File: config.mk
export PLATFORM = sky130hd
export DESIGN_NAME = dcph_packet_handler
export DESIGN_NICKNAME = d
export VERILOG_FILES = /design/src/logic/dcph_fifo.sv /design/src/logic/dcph_pkg.sv /design/src/logic/dcph_packet_handler.sv
export SDC_FILE = /design/constraint.sdc
export NUM_CORES = 1
export LEC_CHECK = 0
export BUFFER_PORTS_ARGS = -buffer_cell sky130_fd_sc_hd__buf_2
export CAP_MARGIN = 20
export CORE_UTILIZATION = 54
export DETAILED_ROUTE_END_ITERATION = 7
export GPL_ROUTABILITY_DRIVEN = 0
export GPL_TIMING_DRIVEN = 0
export PLACE_DENSITY = 0.73
export SLEW_MARGIN = 20
export SYNTH_ARGS = -nofsm -noshare
export SYNTH_HDL_FRONTEND = slang
export SYNTH_HIERARCHICAL = 1
export SYNTH_SLANG_ARGS = --single-unit
File: constraint.sdc
create_clock -name core_clk -period 4.4 [get_ports core_clk]
set_input_delay 0.44 -clock core_clk [delete_from_list [all_inputs] [get_ports core_clk]]
set_output_delay 0.44 -clock core_clk [all_outputs]
set_load 0.005 [all_outputs]
File: src/logic/dcph_fifo.sv
// Intentionally empty: the link FIFO module is defined beside the packet handler.

File: src/logic/dcph_pkg.sv
// Shared constants, command codes and types for the daisy-chain packet handler.
package dcph_pkg;

  localparam logic [7:0] ADDRESS_ASSIGN_CODE = 8'h57;
  localparam logic [7:0] ADDRESS_POLL_CODE   = 8'h01;
  localparam logic [7:0] BCAST_WRITE_CODE    = 8'h02;
  localparam logic [7:0] BCAST_READ_CODE     = 8'h03;
  localparam logic [2:0] SINGLE_WRITE_SUFFIX = 3'h4;
  localparam logic [2:0] SINGLE_READ_SUFFIX  = 3'h5;

  localparam logic [7:0] PREAMBLE_CHAR = 8'h15;
  localparam logic [7:0] STOP_CHAR     = 8'h54;

  // Data-check byte bit positions.
  localparam int DC_PEC_BIT    = 7;
  localparam int DC_DIAG_BIT   = 6;
  localparam int DC_STATUS_BIT = 5;
  localparam int DC_OV_BIT     = 2;
  localparam int DC_UV_BIT     = 1;

  localparam logic [7:0] FIRST_FILL_INDEX = 8'h02;
  localparam logic [7:0] CMD_INDEX        = 8'h00;
  localparam logic [7:0] REG_ADDR_INDEX   = 8'h01;
  localparam logic [7:0] WDATA_LSB_INDEX  = 8'h02;
  localparam logic [7:0] WDATA_MSB_INDEX  = 8'h03;
  localparam logic [7:0] INDEX_MAX        = 8'hff;
  localparam logic [7:0] CRC_INIT         = 8'h00;
  localparam logic [7:0] ALIVE_STEP       = 8'h01;
  localparam logic [1:0] HOLD_DEPTH       = 2'h3;
  localparam logic [1:0] ALIVE_TAIL_POS   = 2'h1;

  typedef enum logic [2:0] {
    CMD_NONE,
    CMD_ASSIGN,
    CMD_POLL,
    CMD_BWRITE,
    CMD_BREAD,
    CMD_SWRITE,
    CMD_SREAD
  } dcph_cmd_t;

  function automatic dcph_cmd_t dcph_decode(input logic [7:0] code);
    dcph_cmd_t kind;
    kind = CMD_NONE;
    if (code == ADDRESS_ASSIGN_CODE) begin
      kind = CMD_ASSIGN;
    end else if (code == ADDRESS_POLL_CODE) begin
      kind = CMD_POLL;
    end else if (code == BCAST_WRITE_CODE) begin
      kind = CMD_BWRITE;
    end else if (code == BCAST_READ_CODE) begin
      kind = CMD_BREAD;
    end else if (code[2:0] == SINGLE_WRITE_SUFFIX) begin
      kind = CMD_SWRITE;
    end else if (code[2:0] == SINGLE_READ_SUFFIX) begin
      kind = CMD_SREAD;
    end
    return kind;
  endfunction

endpackage
File: src/logic/dcph_packet_handler.sv
// Per-device command packet handler for a daisy-chained battery-monitor link.
`timescale 1ns/1ps
// Behaviour
// - Decode address-assign, address-poll, broadcast-write codes.
// - Broadcast read 03h; single commands carry address.
// - Ignore single commands for another chain position.
// - Invalid register address: skip access, forward unchanged.
// - One-byte register address, 16-bit two-byte data.
// - Data-check only in reads; single: addressed device.
// - OR own alert status into data-check byte.
// - Bits 7,6,2,1 and 5 map alert sources.
// - Check bits 4,3,0 forwarded as received.
// - Error code mismatch sets packet error alert.
// - All but address-assign carry CRC-8 error code.
// - Write only when received error code matches or skip_error_code_check is set.
// - Reads return recalculated error code over outgoing data.
// - Enabled alive counter ends non-assign packets.
// - Broadcast increments alive counter; single: addressed only.
// - Alive counter wraps modulo 256.
// - Error code excludes alive byte; increment regardless.
// - Broadcast read overwrites own fill pair.
// - Single read two fill bytes; writes pass unchanged but for alive byte.
// - Packet lengths fixed per command type.
// - Packets framed by preamble and stop characters.
// - Nibble characters, low first; bytes LSB first.
// - Validated write acts after error code byte.
module dcph_packet_handler import dcph_pkg::*; #(
  parameter int         FIFO_DEPTH = 16,
  parameter logic [7:0] CRC_POLY   = 8'h07
) (
  input  wire logic        core_clk,              // System clock, 20 MHz.
  input  wire logic        reset,                 // Synchronous reset, active high.
  input  wire logic        rx_valid,              // Received character offered.
  output logic             rx_ready,              // Character taken this cycle.
  input  wire logic [7:0]  rx_data,               // Received byte or framing code.
  input  wire logic        rx_framing,            // Character is a framing character.
  output logic             tx_valid,              // Forwarded character offered.
  input  wire logic        tx_ready,              // Transmitter takes the character.
  output logic [7:0]       tx_data,               // Forwarded byte or framing code.
  output logic             tx_framing,            // Forwarded character is framing.
  input  wire logic [4:0]  chain_position_id,     // This device's chain address.
  input  wire logic        alive_counter_enable,  // Packets carry an alive byte.
  input  wire logic        skip_error_code_check, // Writes proceed without check.
  input  wire logic        diag_fault_alert_one,  // Diagnostic fault one.
  input  wire logic        diag_fault_alert_two,  // Diagnostic fault two.
  input  wire logic        overvoltage_alert,     // Overvoltage status.
  input  wire logic        undervoltage_alert,    // Undervoltage status.
  input  wire logic        other_status_alert,    // Any other status alert.
  input  wire logic        packet_error_clear,    // Clears the packet error alert.
  output logic             packet_error_alert,    // Sticky error code mismatch flag.
  output logic [7:0]       reg_addr,              // Register address of the packet.
  input  wire logic        reg_addr_valid,        // Address is valid for this device.
  input  wire logic [15:0] reg_rdata,             // Read data of reg_addr.
  output logic             reg_write,             // One-cycle register write strobe.
  output logic [15:0]      reg_wdata              // Register write data.
);

  // Refused at elaboration: the FIFO needs at least two words.
  if (FIFO_DEPTH < 2) begin
    $error("FIFO depth must be at least two.");
  end

  // The last three bytes are held back: only the stop character tells which
  // of them are data-check, error code and alive counter in a broadcast read.
  typedef struct packed {
    logic [2:0][7:0] hold;
    logic [1:0]      count;
    logic            flushing;
    logic [7:0]      frame;
    logic [7:0]      cmd;
    logic [7:0]      reg_addr;
    logic [7:0]      in_idx;
    logic [7:0]      out_idx;
    logic [7:0]      rx_crc;
    logic [7:0]      tx_crc;
    logic [15:0]     wdata;
    logic            reg_write;
    logic            pec_alert;
  } dcph_state_t;

  dcph_state_t st;
  dcph_state_t next_st;

  logic       fifo_in_valid;
  logic       fifo_in_ready;
  logic [8:0] fifo_in_data;
  logic [8:0] fifo_out_data;

  function automatic logic [7:0] crc8_step(input logic [7:0] crc, input logic [7:0] data);
    logic [7:0] c;
    c = crc ^ data;
    for (int i = 0; i < 8; i++) begin
      c = c[7] ? ((c << 1) ^ CRC_POLY) : (c << 1);
    end
    return c;
  endfunction

  dcph_cmd_t  kind;
  logic       is_read;
  logic       is_write;
  logic       addressed;
  logic       act;
  logic [1:0] pec_pos;
  logic [1:0] dc_pos;
  logic [7:0] status_merge;
  logic [7:0] fill_lsb_idx;

  assign kind     = dcph_decode(st.cmd);
  assign is_read  = (kind == CMD_BREAD) || (kind == CMD_SREAD) || (kind == CMD_POLL);
  assign is_write = (kind == CMD_BWRITE) || (kind == CMD_SWRITE);
  assign addressed = ((kind == CMD_SREAD) || (kind == CMD_SWRITE))
                     ? (st.cmd[7:3] == chain_position_id) : (is_read || is_write);
  assign act      = addressed && reg_addr_valid;
  assign pec_pos  = alive_counter_enable ? 2'h2 : 2'h1;
  assign dc_pos   = pec_pos + 2'h1;
  assign fill_lsb_idx = (kind == CMD_SREAD) ? FIRST_FILL_INDEX
                        : 8'(FIRST_FILL_INDEX + {chain_position_id, 1'b0});

  always_comb begin
    status_merge                = '0;
    status_merge[DC_PEC_BIT]    = st.pec_alert;
    status_merge[DC_DIAG_BIT]   = diag_fault_alert_one || diag_fault_alert_two;
    status_merge[DC_STATUS_BIT] = other_status_alert || st.pec_alert;
    status_merge[DC_OV_BIT]     = overvoltage_alert;
    status_merge[DC_UV_BIT]     = undervoltage_alert;
  end

  always_comb begin
    logic       take;
    logic       emit;
    logic       emit_frame;
    logic [7:0] byte_in;
    logic [7:0] byte_out;
    logic [1:0] tail;
    logic       in_pec;
    logic       in_alive;
    logic       in_dc;
    logic       mismatch;
    take       = 1'b0;
    emit       = 1'b0;
    emit_frame = 1'b0;
    byte_in    = st.hold[0];
    byte_out   = st.hold[0];
    tail       = 2'h0;
    in_pec     = 1'b0;
    in_alive   = 1'b0;
    in_dc      = 1'b0;
    mismatch   = 1'b0;
    next_st           = st;
    next_st.reg_write = 1'b0;
    rx_ready          = fifo_in_ready && !st.flushing;

    if (st.flushing) begin
      if (st.count != '0) begin
        emit = fifo_in_ready;
        tail = st.count;
      end else if (fifo_in_ready) begin
        emit_frame       = 1'b1;
        next_st.flushing = 1'b0;
        if (st.frame == PREAMBLE_CHAR) begin
          next_st.cmd     = '0;
          next_st.in_idx  = '0;
          next_st.out_idx = '0;
          next_st.rx_crc  = CRC_INIT;
          next_st.tx_crc  = CRC_INIT;
        end
      end
    end else if (rx_valid && fifo_in_ready) begin
      take = 1'b1;
      if (rx_framing) begin
        next_st.flushing = 1'b1;
        next_st.frame    = rx_data;
      end else begin
        if (st.in_idx == CMD_INDEX) begin
          next_st.cmd = rx_data;
        end
        if (st.in_idx == REG_ADDR_INDEX) begin
          next_st.reg_addr = rx_data;
        end
        if (st.in_idx != INDEX_MAX) begin
          next_st.in_idx = st.in_idx + 8'h01;
        end
        emit = (st.count == HOLD_DEPTH);
      end
    end

    if (emit) begin
      in_pec   = (is_read || is_write) && (tail == pec_pos);
      in_alive = (is_read || is_write) && alive_counter_enable && (tail == ALIVE_TAIL_POS);
      in_dc    = is_read && (tail == dc_pos);
      mismatch = (byte_in != st.rx_crc);
      if (in_pec) begin
        if (act && mismatch && !skip_error_code_check) begin
          next_st.pec_alert = 1'b1;
        end
        if (is_read && act) begin
          byte_out = st.tx_crc;
        end
        if (is_write && act && (!mismatch || skip_error_code_check)) begin
          next_st.reg_write = 1'b1;
        end
      end else if (in_alive) begin
        if (act) begin
          byte_out = byte_in + ALIVE_STEP;
        end
      end else if (in_dc) begin
        if (act) begin
          byte_out = byte_in | status_merge;
        end
      end else begin
        if (is_read && act && st.out_idx == fill_lsb_idx) begin
          byte_out = reg_rdata[7:0];
        end else if (is_read && act && st.out_idx == 8'(fill_lsb_idx + 8'h01)) begin
          byte_out = reg_rdata[15:8];
        end
        if (is_write && st.out_idx == WDATA_LSB_INDEX) begin
          next_st.wdata[7:0] = byte_in;
        end
        if (is_write && st.out_idx == WDATA_MSB_INDEX) begin
          next_st.wdata[15:8] = byte_in;
        end
      end
      if (!in_pec && !in_alive) begin
        next_st.rx_crc = crc8_step(st.rx_crc, byte_in);
        next_st.tx_crc = crc8_step(st.tx_crc, byte_out);
      end
      if (st.out_idx != INDEX_MAX) begin
        next_st.out_idx = st.out_idx + 8'h01;
      end
    end

    if (emit) begin
      next_st.hold[0] = st.hold[1];
      next_st.hold[1] = st.hold[2];
      if (!take) begin
        next_st.count = st.count - 2'h1;
      end else begin
        next_st.hold[2] = rx_data;
      end
    end else if (take && !rx_framing) begin
      next_st.hold[st.count] = rx_data;
      next_st.count          = st.count + 2'h1;
    end

    // A new mismatch in the same cycle as a clear leaves the flag set only when it was clear before.
    if (packet_error_clear && !(next_st.pec_alert && !st.pec_alert)) begin
      next_st.pec_alert = 1'b0;
    end

    fifo_in_valid = emit || emit_frame;
    fifo_in_data  = emit_frame ? {1'b1, st.frame} : {1'b0, byte_out};
  end

  always_ff @(posedge core_clk) begin
    if (reset) begin
      st <= '0;
    end else begin
      st <= next_st;
    end
  end

  // Back-pressure from the transmitter reaches rx_ready through the FIFO.
  dcph_fifo #(
    .WIDTH (9),
    .DEPTH (FIFO_DEPTH)
  ) u_fifo (
    .core_clk  (core_clk),
    .reset     (reset),
    .in_valid  (fifo_in_valid),
    .in_ready  (fifo_in_ready),
    .in_data   (fifo_in_data),
    .out_valid (tx_valid),
    .out_ready (tx_ready),
    .out_data  (fifo_out_data)
  );

  assign tx_data            = fifo_out_data[7:0];
  assign tx_framing         = fifo_out_data[8];
  assign packet_error_alert = st.pec_alert;
  assign reg_addr           = st.reg_addr;
  assign reg_write          = st.reg_write;
  assign reg_wdata          = st.wdata;
endmodule

// Flip-flop FIFO with valid/ready on both sides; the depth is a power of two.
module dcph_fifo #(
  parameter int WIDTH = 9,
  parameter int DEPTH = 16
) (
  input  wire logic             core_clk,  // System clock.
  input  wire logic             reset,     // Synchronous reset, active high.
  input  wire logic             in_valid,  // Write side offers a word.
  output logic                  in_ready,  // FIFO has room.
  input  wire logic [WIDTH-1:0] in_data,   // Word to store.
  output logic                  out_valid, // FIFO holds a word.
  input  wire logic             out_ready, // Read side takes the word.
  output logic [WIDTH-1:0]      out_data   // Oldest word.
);
  localparam int AW = $clog2(DEPTH);

  // Pointers wrap by overflow, so other depths would lose words.
  if (DEPTH < 2 || (1 << AW) != DEPTH) begin
    $error("FIFO depth must be a power of two, at least two.");
  end

  typedef struct packed {
    logic [DEPTH-1:0][WIDTH-1:0] mem;
    logic [AW-1:0]               wr;
    logic [AW-1:0]               rd;
    logic [AW:0]                 count;
  } dcph_fifo_state_t;

  dcph_fifo_state_t st;
  dcph_fifo_state_t next_st;
  logic             push;
  logic             pop;

  assign in_ready  = (st.count != DEPTH[AW:0]);
  assign out_valid = (st.count != '0);
  assign out_data  = st.mem[st.rd];
  assign push      = in_valid && in_ready;
  assign pop       = out_valid && out_ready;

  always_comb begin
    next_st = st;
    if (push) begin
      next_st.mem[st.wr] = in_data;
      next_st.wr         = st.wr + 1'b1;
    end
    if (pop) begin
      next_st.rd = st.rd + 1'b1;
    end
    if (push && !pop) begin
      next_st.count = st.count + 1'b1;
    end else if (pop && !push) begin
      next_st.count = st.count - 1'b1;
    end
  end

  always_ff @(posedge core_clk) begin
    if (reset) begin
      st <= '0;
    end else begin
      st <= next_st;
    end
  end
endmodule

# After elaboration in Yosys (flattened, before gate mapping)
# Index checks and enable logic that the tools add are counted.
[word_totals]
out_inout_bits = 37
input_bits = 43
elab_cells = 262
register_bits = 258
[classes]
n_eq_ne = 32
bitwise = 25
n_reduce_logical = 63
addsub = 12
muxes = 90
order_cmp = 5
[op_table]
columns = ["op", "n"]
rows = [
  ["$mux W8", 23],
  ["$bwmux W144", 1],
  ["$mux W32", 3],
  ["$mux W3", 22],
  ["$mux W16", 4],
  ["$mux W26", 2],
  ["$mux W24", 2],
  ["$not A3 Y3", 16],
  ["$mux W42", 1],
  ["$bmux W9 S4", 1],
  ["$demux W9 S4", 1],
  ["$mux W9", 4],
  ["$mux W33", 1],
  ["$eq A8 B2 Y1 const B", 4],
  ["$logic_and A1 B1 Y1", 26],
  ["$add A8 B1 Y8 const B", 3],
  ["$bwmux W24", 1],
  ["$demux W8 S2", 1],
  ["$eq A8 B1 Y1 const B", 2],
  ["$ne A8 B8 Y1 const B", 2],
  ["$xor A8 B8 Y8", 2],
  ["$eq A3 B3 Y1 const B", 5],
  ["$mux W1", 15],
  ["$reduce_and A6 Y1", 2],
  ["40 further kinds", 83],
]

# Longest topological paths before layout
[depth]
depth_word = 44
depth_mapped = 21
ltp_nobuf = 19

# Modules after synthesis
# Netlist, hierarchy kept.
[by_module_without_submodules]
columns = ["mod", "seq_area_each_um2", "cells_each", "n_inst", "area_each_um2"]
rows = [
  ["dcph_fifo", 3143.0, 663, 1, 7422.1],
  ["dcph_packet_handler", 2021.9, 803, 1, 6262.3],
]

# Worst setup path before layout
# No wires, ideal clock.
[synth_path]
path_kind = "reg-to-reg"
start = "register u_fifo/st[4] (netlist name)"
end = "register u_fifo/st[4] (netlist name)"
path_slack_ns = 0.268
t_arrival_ns = 4.011
synth_period_minus_slack_ns = 4.132
setup_time_ns = 0.121
t_required_ns = 4.279
n_path_buf = 3
stages_incl_launch_ff = 22
path_cell_list = "dfxtp_1 > buf_6 > buf_6 > nand2_1 > nor2b_1 > nand2_1 > nor2_1 > nand2_1 > nand2_1 > a32o_1 > clkbuf_1 > nor2_1 > inv_1 > inv_1 > a21oi_2 > ha_1 > inv_1 > ha_1 > a21oi_1 > a211oi_1 > a31oi_1 > mux2_2"
[synth_via]
elab_chain_len = 9
word_cells_on_any_way = 21
classes_between = "add/sub (2); eq/ne (1); mux (8); reduce/logical (10)"
[synth_lines]
columns = ["item", "line", "source"]
rows = [
  ["start: declaration", "dcph_packet_handler.sv:313", "dcph_fifo_state_t st;"],
  ["start signal: assignment", "dcph_packet_handler.sv:344", "st <= next_st;"],
  ["$ne A5 B5 Y1 *", "dcph_packet_handler.sv:318", "assign in_ready = (st.count != DEPTH[AW:0]);"],
  ["named net fifo_in_ready", "dcph_packet_handler.sv:85", "logic fifo_in_ready;"],
  ["$mux W1 / $logic_and A1 B1 Y1 (equally long branches)", "dcph_packet_handler.sv:157, dcph_packet_handler.sv:168", ""],
  ["$mux W1 (on tied branches)", "dcph_packet_handler.sv:154, dcph_packet_handler.sv:168", ""],
  ["$mux W1", "dcph_packet_handler.sv:153", "if (st.flushing) begin"],
  ["$logic_or A1 B1 Y1 *", "dcph_packet_handler.sv:250", "fifo_in_valid = emit || emit_frame;"],
  ["named net fifo_in_valid", "dcph_packet_handler.sv:84", "logic fifo_in_valid;"],
  ["$logic_and A1 B1 Y1 *", "dcph_packet_handler.sv:321", "assign push = in_valid && in_ready;"],
  ["named net u_fifo.push", "dcph_packet_handler.sv:315", "logic push;"],
  ["$logic_not A1 Y1", "dcph_packet_handler.sv:335", "end else if (pop && !push) begin"],
  ["$logic_and A1 B1 Y1", "dcph_packet_handler.sv:335", ""],
  ["$reduce_bool A2 Y1 (no source line)", "--", ""],
]
# The timed path passes the listed nets; every way through them passes the cells marked *. The select of a mux whose other input is x is not followed.
# A chain may end at the register's enable or synchronous reset.

==> run_results.csv <==
group,metric,value,unit
die,die_w,161,um
setup_path,cpMostUsedCell,"buf_2",
final_layout,fin_cells,1911,
setup_path,critical_path_required,4870,ps
timing,clock_skew,6.97,ps
setup_path,cp_data_arrival_time,4690,ps
setup_path,cpPeakStageDelay,910,ps
timing,period_needed,4220,ps
grt,grt_start_max_net_pins,17,
clock_network,clk_path_buf_depth,3,
yosys,synthArstFlopShare,0,%
placement,place_area,14500,um^2
route,vias,11420,
clock_network,cts_buffers,28,
job,max_cap_violations,0,
setup_path,cp-end-kind,"flip-flop",
grt,grt_util_met2,47.3,%
timing,holdWs,199,ps
timing,rsz0062_at_grt,"no",
yosys,ys_seq_elements,258,
route,detail_route.wl_per_cell,19.5,um
timing,worst_pin_slew,1140,ps
yosys,yosysUniqueCellTypes,85,
die,fp.dieH,161,um
placement,port_buffers,78,
timing,slew_violations,0,
timing,min_period_over_period,95.9,%
route,drtIter0Drc,982,
die,ios,80,
grt,grtUsageTotal,29.0,%
setup_path,path_class,"flip-flop to flip-flop",
yosys,syn-cell-area,13700,um^2
final_layout,nNetsFinal,1638,
yosys,syn_nets,1530,
yosys,synthCells,1466,
yosys,synth_edf_count,0,
grt,grt_antenna_before_repair,0,
clock_network,clkLatencyLatePin,540,ps
final_layout,drive_gt1_share,16.8,%
setup_path,rrSetupSlack,180,ps
grt,grt_pass1_vias,11027,
final_layout,design_area,15400,um^2
die,die_area,26000,um^2
setup_path,cp_max_fo,10,
final_layout,diodes,0,
worst_hold_path,hold_end,"packet_error_alert$_SDFF_PP0_",
grt,grt-ovfl-total,0,
die,rows,57,
power_and_ir_drop,ir_drop,323,uV
grt,use_met3,4.16,%
power_and_ir_drop,p_per_area,380,nW/um^2
setup_path,cp.depth,11,
setup_path,path_buf_inv,2,
setup_path,reg2reg_to,"u_fifo/st[89]$_SDFFE_PP0P_",
route,route.detailed.drc,0,
clock_network,ctsHoldBuffers,0,
timing,relSlewSlack,23.1,%
yosys,synth_warnings,6,
setup_path,critPathLaunchType,"flip-flop",
clock_network,cts.sinks,258,
clock_network,path_clk_slew,60,ps
setup_path,ff2ff_path_depth,11,
power_and_ir_drop,p_leak,5.35,nW
grt,top_usage_layer,"met2",
clock_network,ctsHtreeMaxLevel,1,
die,core,24600,um^2
route,routed_wl,37.3,mm
placement,place.detailed.hpwl,26.2,mm
setup_path,path_cells,"or4_4 > nor4_4 > o2bb2ai_2 > nand2_2 > buf_2 > o31ai_1 > a31oi_1 > o21ai_0 > buf_2 > mux2i_1 > nor2_1",
grt,met1_usage,37.8,%
timing,setup_violations,0,
placement,placed_cells,1868,
timing,hold_violations,0,
setup_path,r2r-start,"st[60]$_SDFFE_PP0P_",
yosys,avgSynthCellArea,9.33,um^2
route,drt_pass1_iterations,6,
clock_network,cts_root_buf,"clkbuf_16",
timing,fmaxAchievable,237,MHz
setup_path,cp_top_family,"compound AO/OA/AOI/OAI gates",
yosys,ys.flop_type,"dfxtp_1",
route,final_antenna_net_count,0,
clock_network,cts_tree,"built",
run_status,outcome,"completed",
final_layout,areaGrowthSynthToFinish,12.3,%
power_and_ir_drop,power,5.85,mW
route,via_per_inst,5.98,
worst_hold_path,hold_depth,3,
die,start_util,55.6,%
final_layout,fill_cells,2106,
worst_hold_path,hold_path_class,"input pin to flip-flop",
grt,grt_pass1_wl,59.9,mm
yosys,synth_seq_area_share,37.7,%
setup_path,cpMaxStageDelayCell,"o21ai_0",
worst_hold_path,min_from,"packet_error_clear",
==> logic make-up after synthesis <==
kind of cell             Yosys count  synth area share [%]
multiplexers                     203                  18.2
XOR/XNOR                          62                  4.19
AND/OR/NAND/NOR                  518                  17.3
AO/OA/AOI/OAI                    249                  14.6
buffers and inverters            155                  6.05
adder cells (fa/ha/maj)           21                  1.97
flip-flops                       258                  37.7
==> layout by cell type, fill, tap and decap left out, types with 8 or more instances in the layout <==
cell and instances:
buf_4 34, xor2_1 22, a21oi_1 86, buf_2 95, nor4_1 8, buf_6 14
nor2_1 230, clkbuf_16 29, nand3_1 63, xnor2_1 38, ha_1 20, nand2_1 118
and3_1 9, nand4_1 10, a22oi_1 34, a311oi_1 10, dfxtp_1 257, o21ai_0 20
mux4_2 36, nor2b_1 10, mux2i_1 160, inv_1 18, a31oi_1 18, a2111oi_4 14
clkbuf_1 70, nor3_1 9, nand2b_1 14
==> final cells by class <==
cell class / instances / area, um^2 / share of cell area [%]
timing repair buffer: 79 / 398 / 2.59
inverter: 20 / 75.1 / 0.488
clock buffer: 39 / 803 / 5.23
clock inverter: 4 / 48.8 / 0.317
buffer: 134 / 754 / 4.91
tap: 324 / 405 / 2.64
sequential: 258 / 5170 / 33.6
multi-input combinational: 1053 / 7720 / 50.2
==> synth_stat cells, types with 8 or more instances <==
library cell	n	area (um^2)
a311oi_1	10	87.6
buf_4	34	255
xor2_1	22	193
buf_2	17	85.1
ha_1	20	250
and3_1	9	56.3
mux2i_1	160	1600
mux4_2	36	811
nand4_1	10	62.6
nor2b_1	10	62.6
a2111oi_4	14	385
buf_6	13	146
nand2b_1	14	87.6
inv_1	19	71.3
xnor2_1	38	333
nor3_1	10	50.1
o21ai_0	21	105
nor4_1	8	50.1
nand3_1	63	315
a22oi_1	34	255
a21oi_1	86	430
dfxtp_1	258	5160
clkbuf_1	66	248
nand2_1	119	447
nor2_1	231	867
a31oi_1	18	113
==> routing by layer <==
layer / routed length (um) / part of all wire [%]
met4: 1840 / 4.9
met3: 2520 / 6.8
met2: 17200 / 46
met1: 15700 / 42
met5: 0 / 0
==> power by group <==
part | leakage (nW) | switching [mW] | internal [mW]
combinational | 2.85 | 0.737 | 0.425
sequential | 2.08 | 0.0681 | 2.39
clock | 0.419 | 0.914 | 1.31
total | 5.35 | 1.72 | 4.13
==> repair_timing <==
action	CTS	global route
resized for setup	7	4
pin swaps	1	2
endpoints found under the setup margin	152	59
buffers inserted	0	1
==> worst max-delay path by stage <==
stage / startpoint / endpoint / slack (ps)
final: st[60]$_SDFFE_PP0P_ / u_fifo/st[89]$_SDFFE_PP0P_ / 180
after global routing: st[60]$_SDFFE_PP0P_ / u_fifo/st[104]$_SDFFE_PP0P_ / 8
after CTS: u_fifo/st[0]$_SDFFE_PP0P_ / u_fifo/st[4]$_SDFFE_PP0P_ / 8
after detailed placement: u_fifo/st[4]$_SDFFE_PP0P_ / u_fifo/st[4]$_SDFFE_PP0P_ / -640
after global placement: u_fifo/st[4]$_SDFFE_PP0P_ / u_fifo/st[4]$_SDFFE_PP0P_ / -550
after floorplan: u_fifo/st[4]$_SDFFE_PP0P_ / u_fifo/st[4]$_SDFFE_PP0P_ / 270
==> worst register-to-register path, stage by stage (launching register included) <==
cell       delay, ps
dfxtp_1          370
or4_4            570
nor4_4           300
o2bb2ai_2        280
nand2_2          170
buf_2            240
o31ai_1          500
a31oi_1          170
o21ai_0          910
buf_2            400
mux2i_1          130
nor2_1           110
==> registers in the layout, summed over array words and instances, names as in the netlist <==
name and flops:
packet_error_alert 1, st 75, reg_write 1, reg_wdata 16, reg_addr 8, u_fifo/st 157
==> metrics by stage <==
stage | setup TNS (ps) | util [%] | setup slack (ps)
final | 0 | 62.5 | 182
after global routing | 0 | 62.5 | 7.73
after CTS | 0 | 62.4 | 8.17
after detailed placement | -8800 | 58.9 | -640
after global placement | -2870 | 58.9 | -548
after floorplan | 0 | - | 268
No activity file was read; power rests on OpenSTA's default activity.
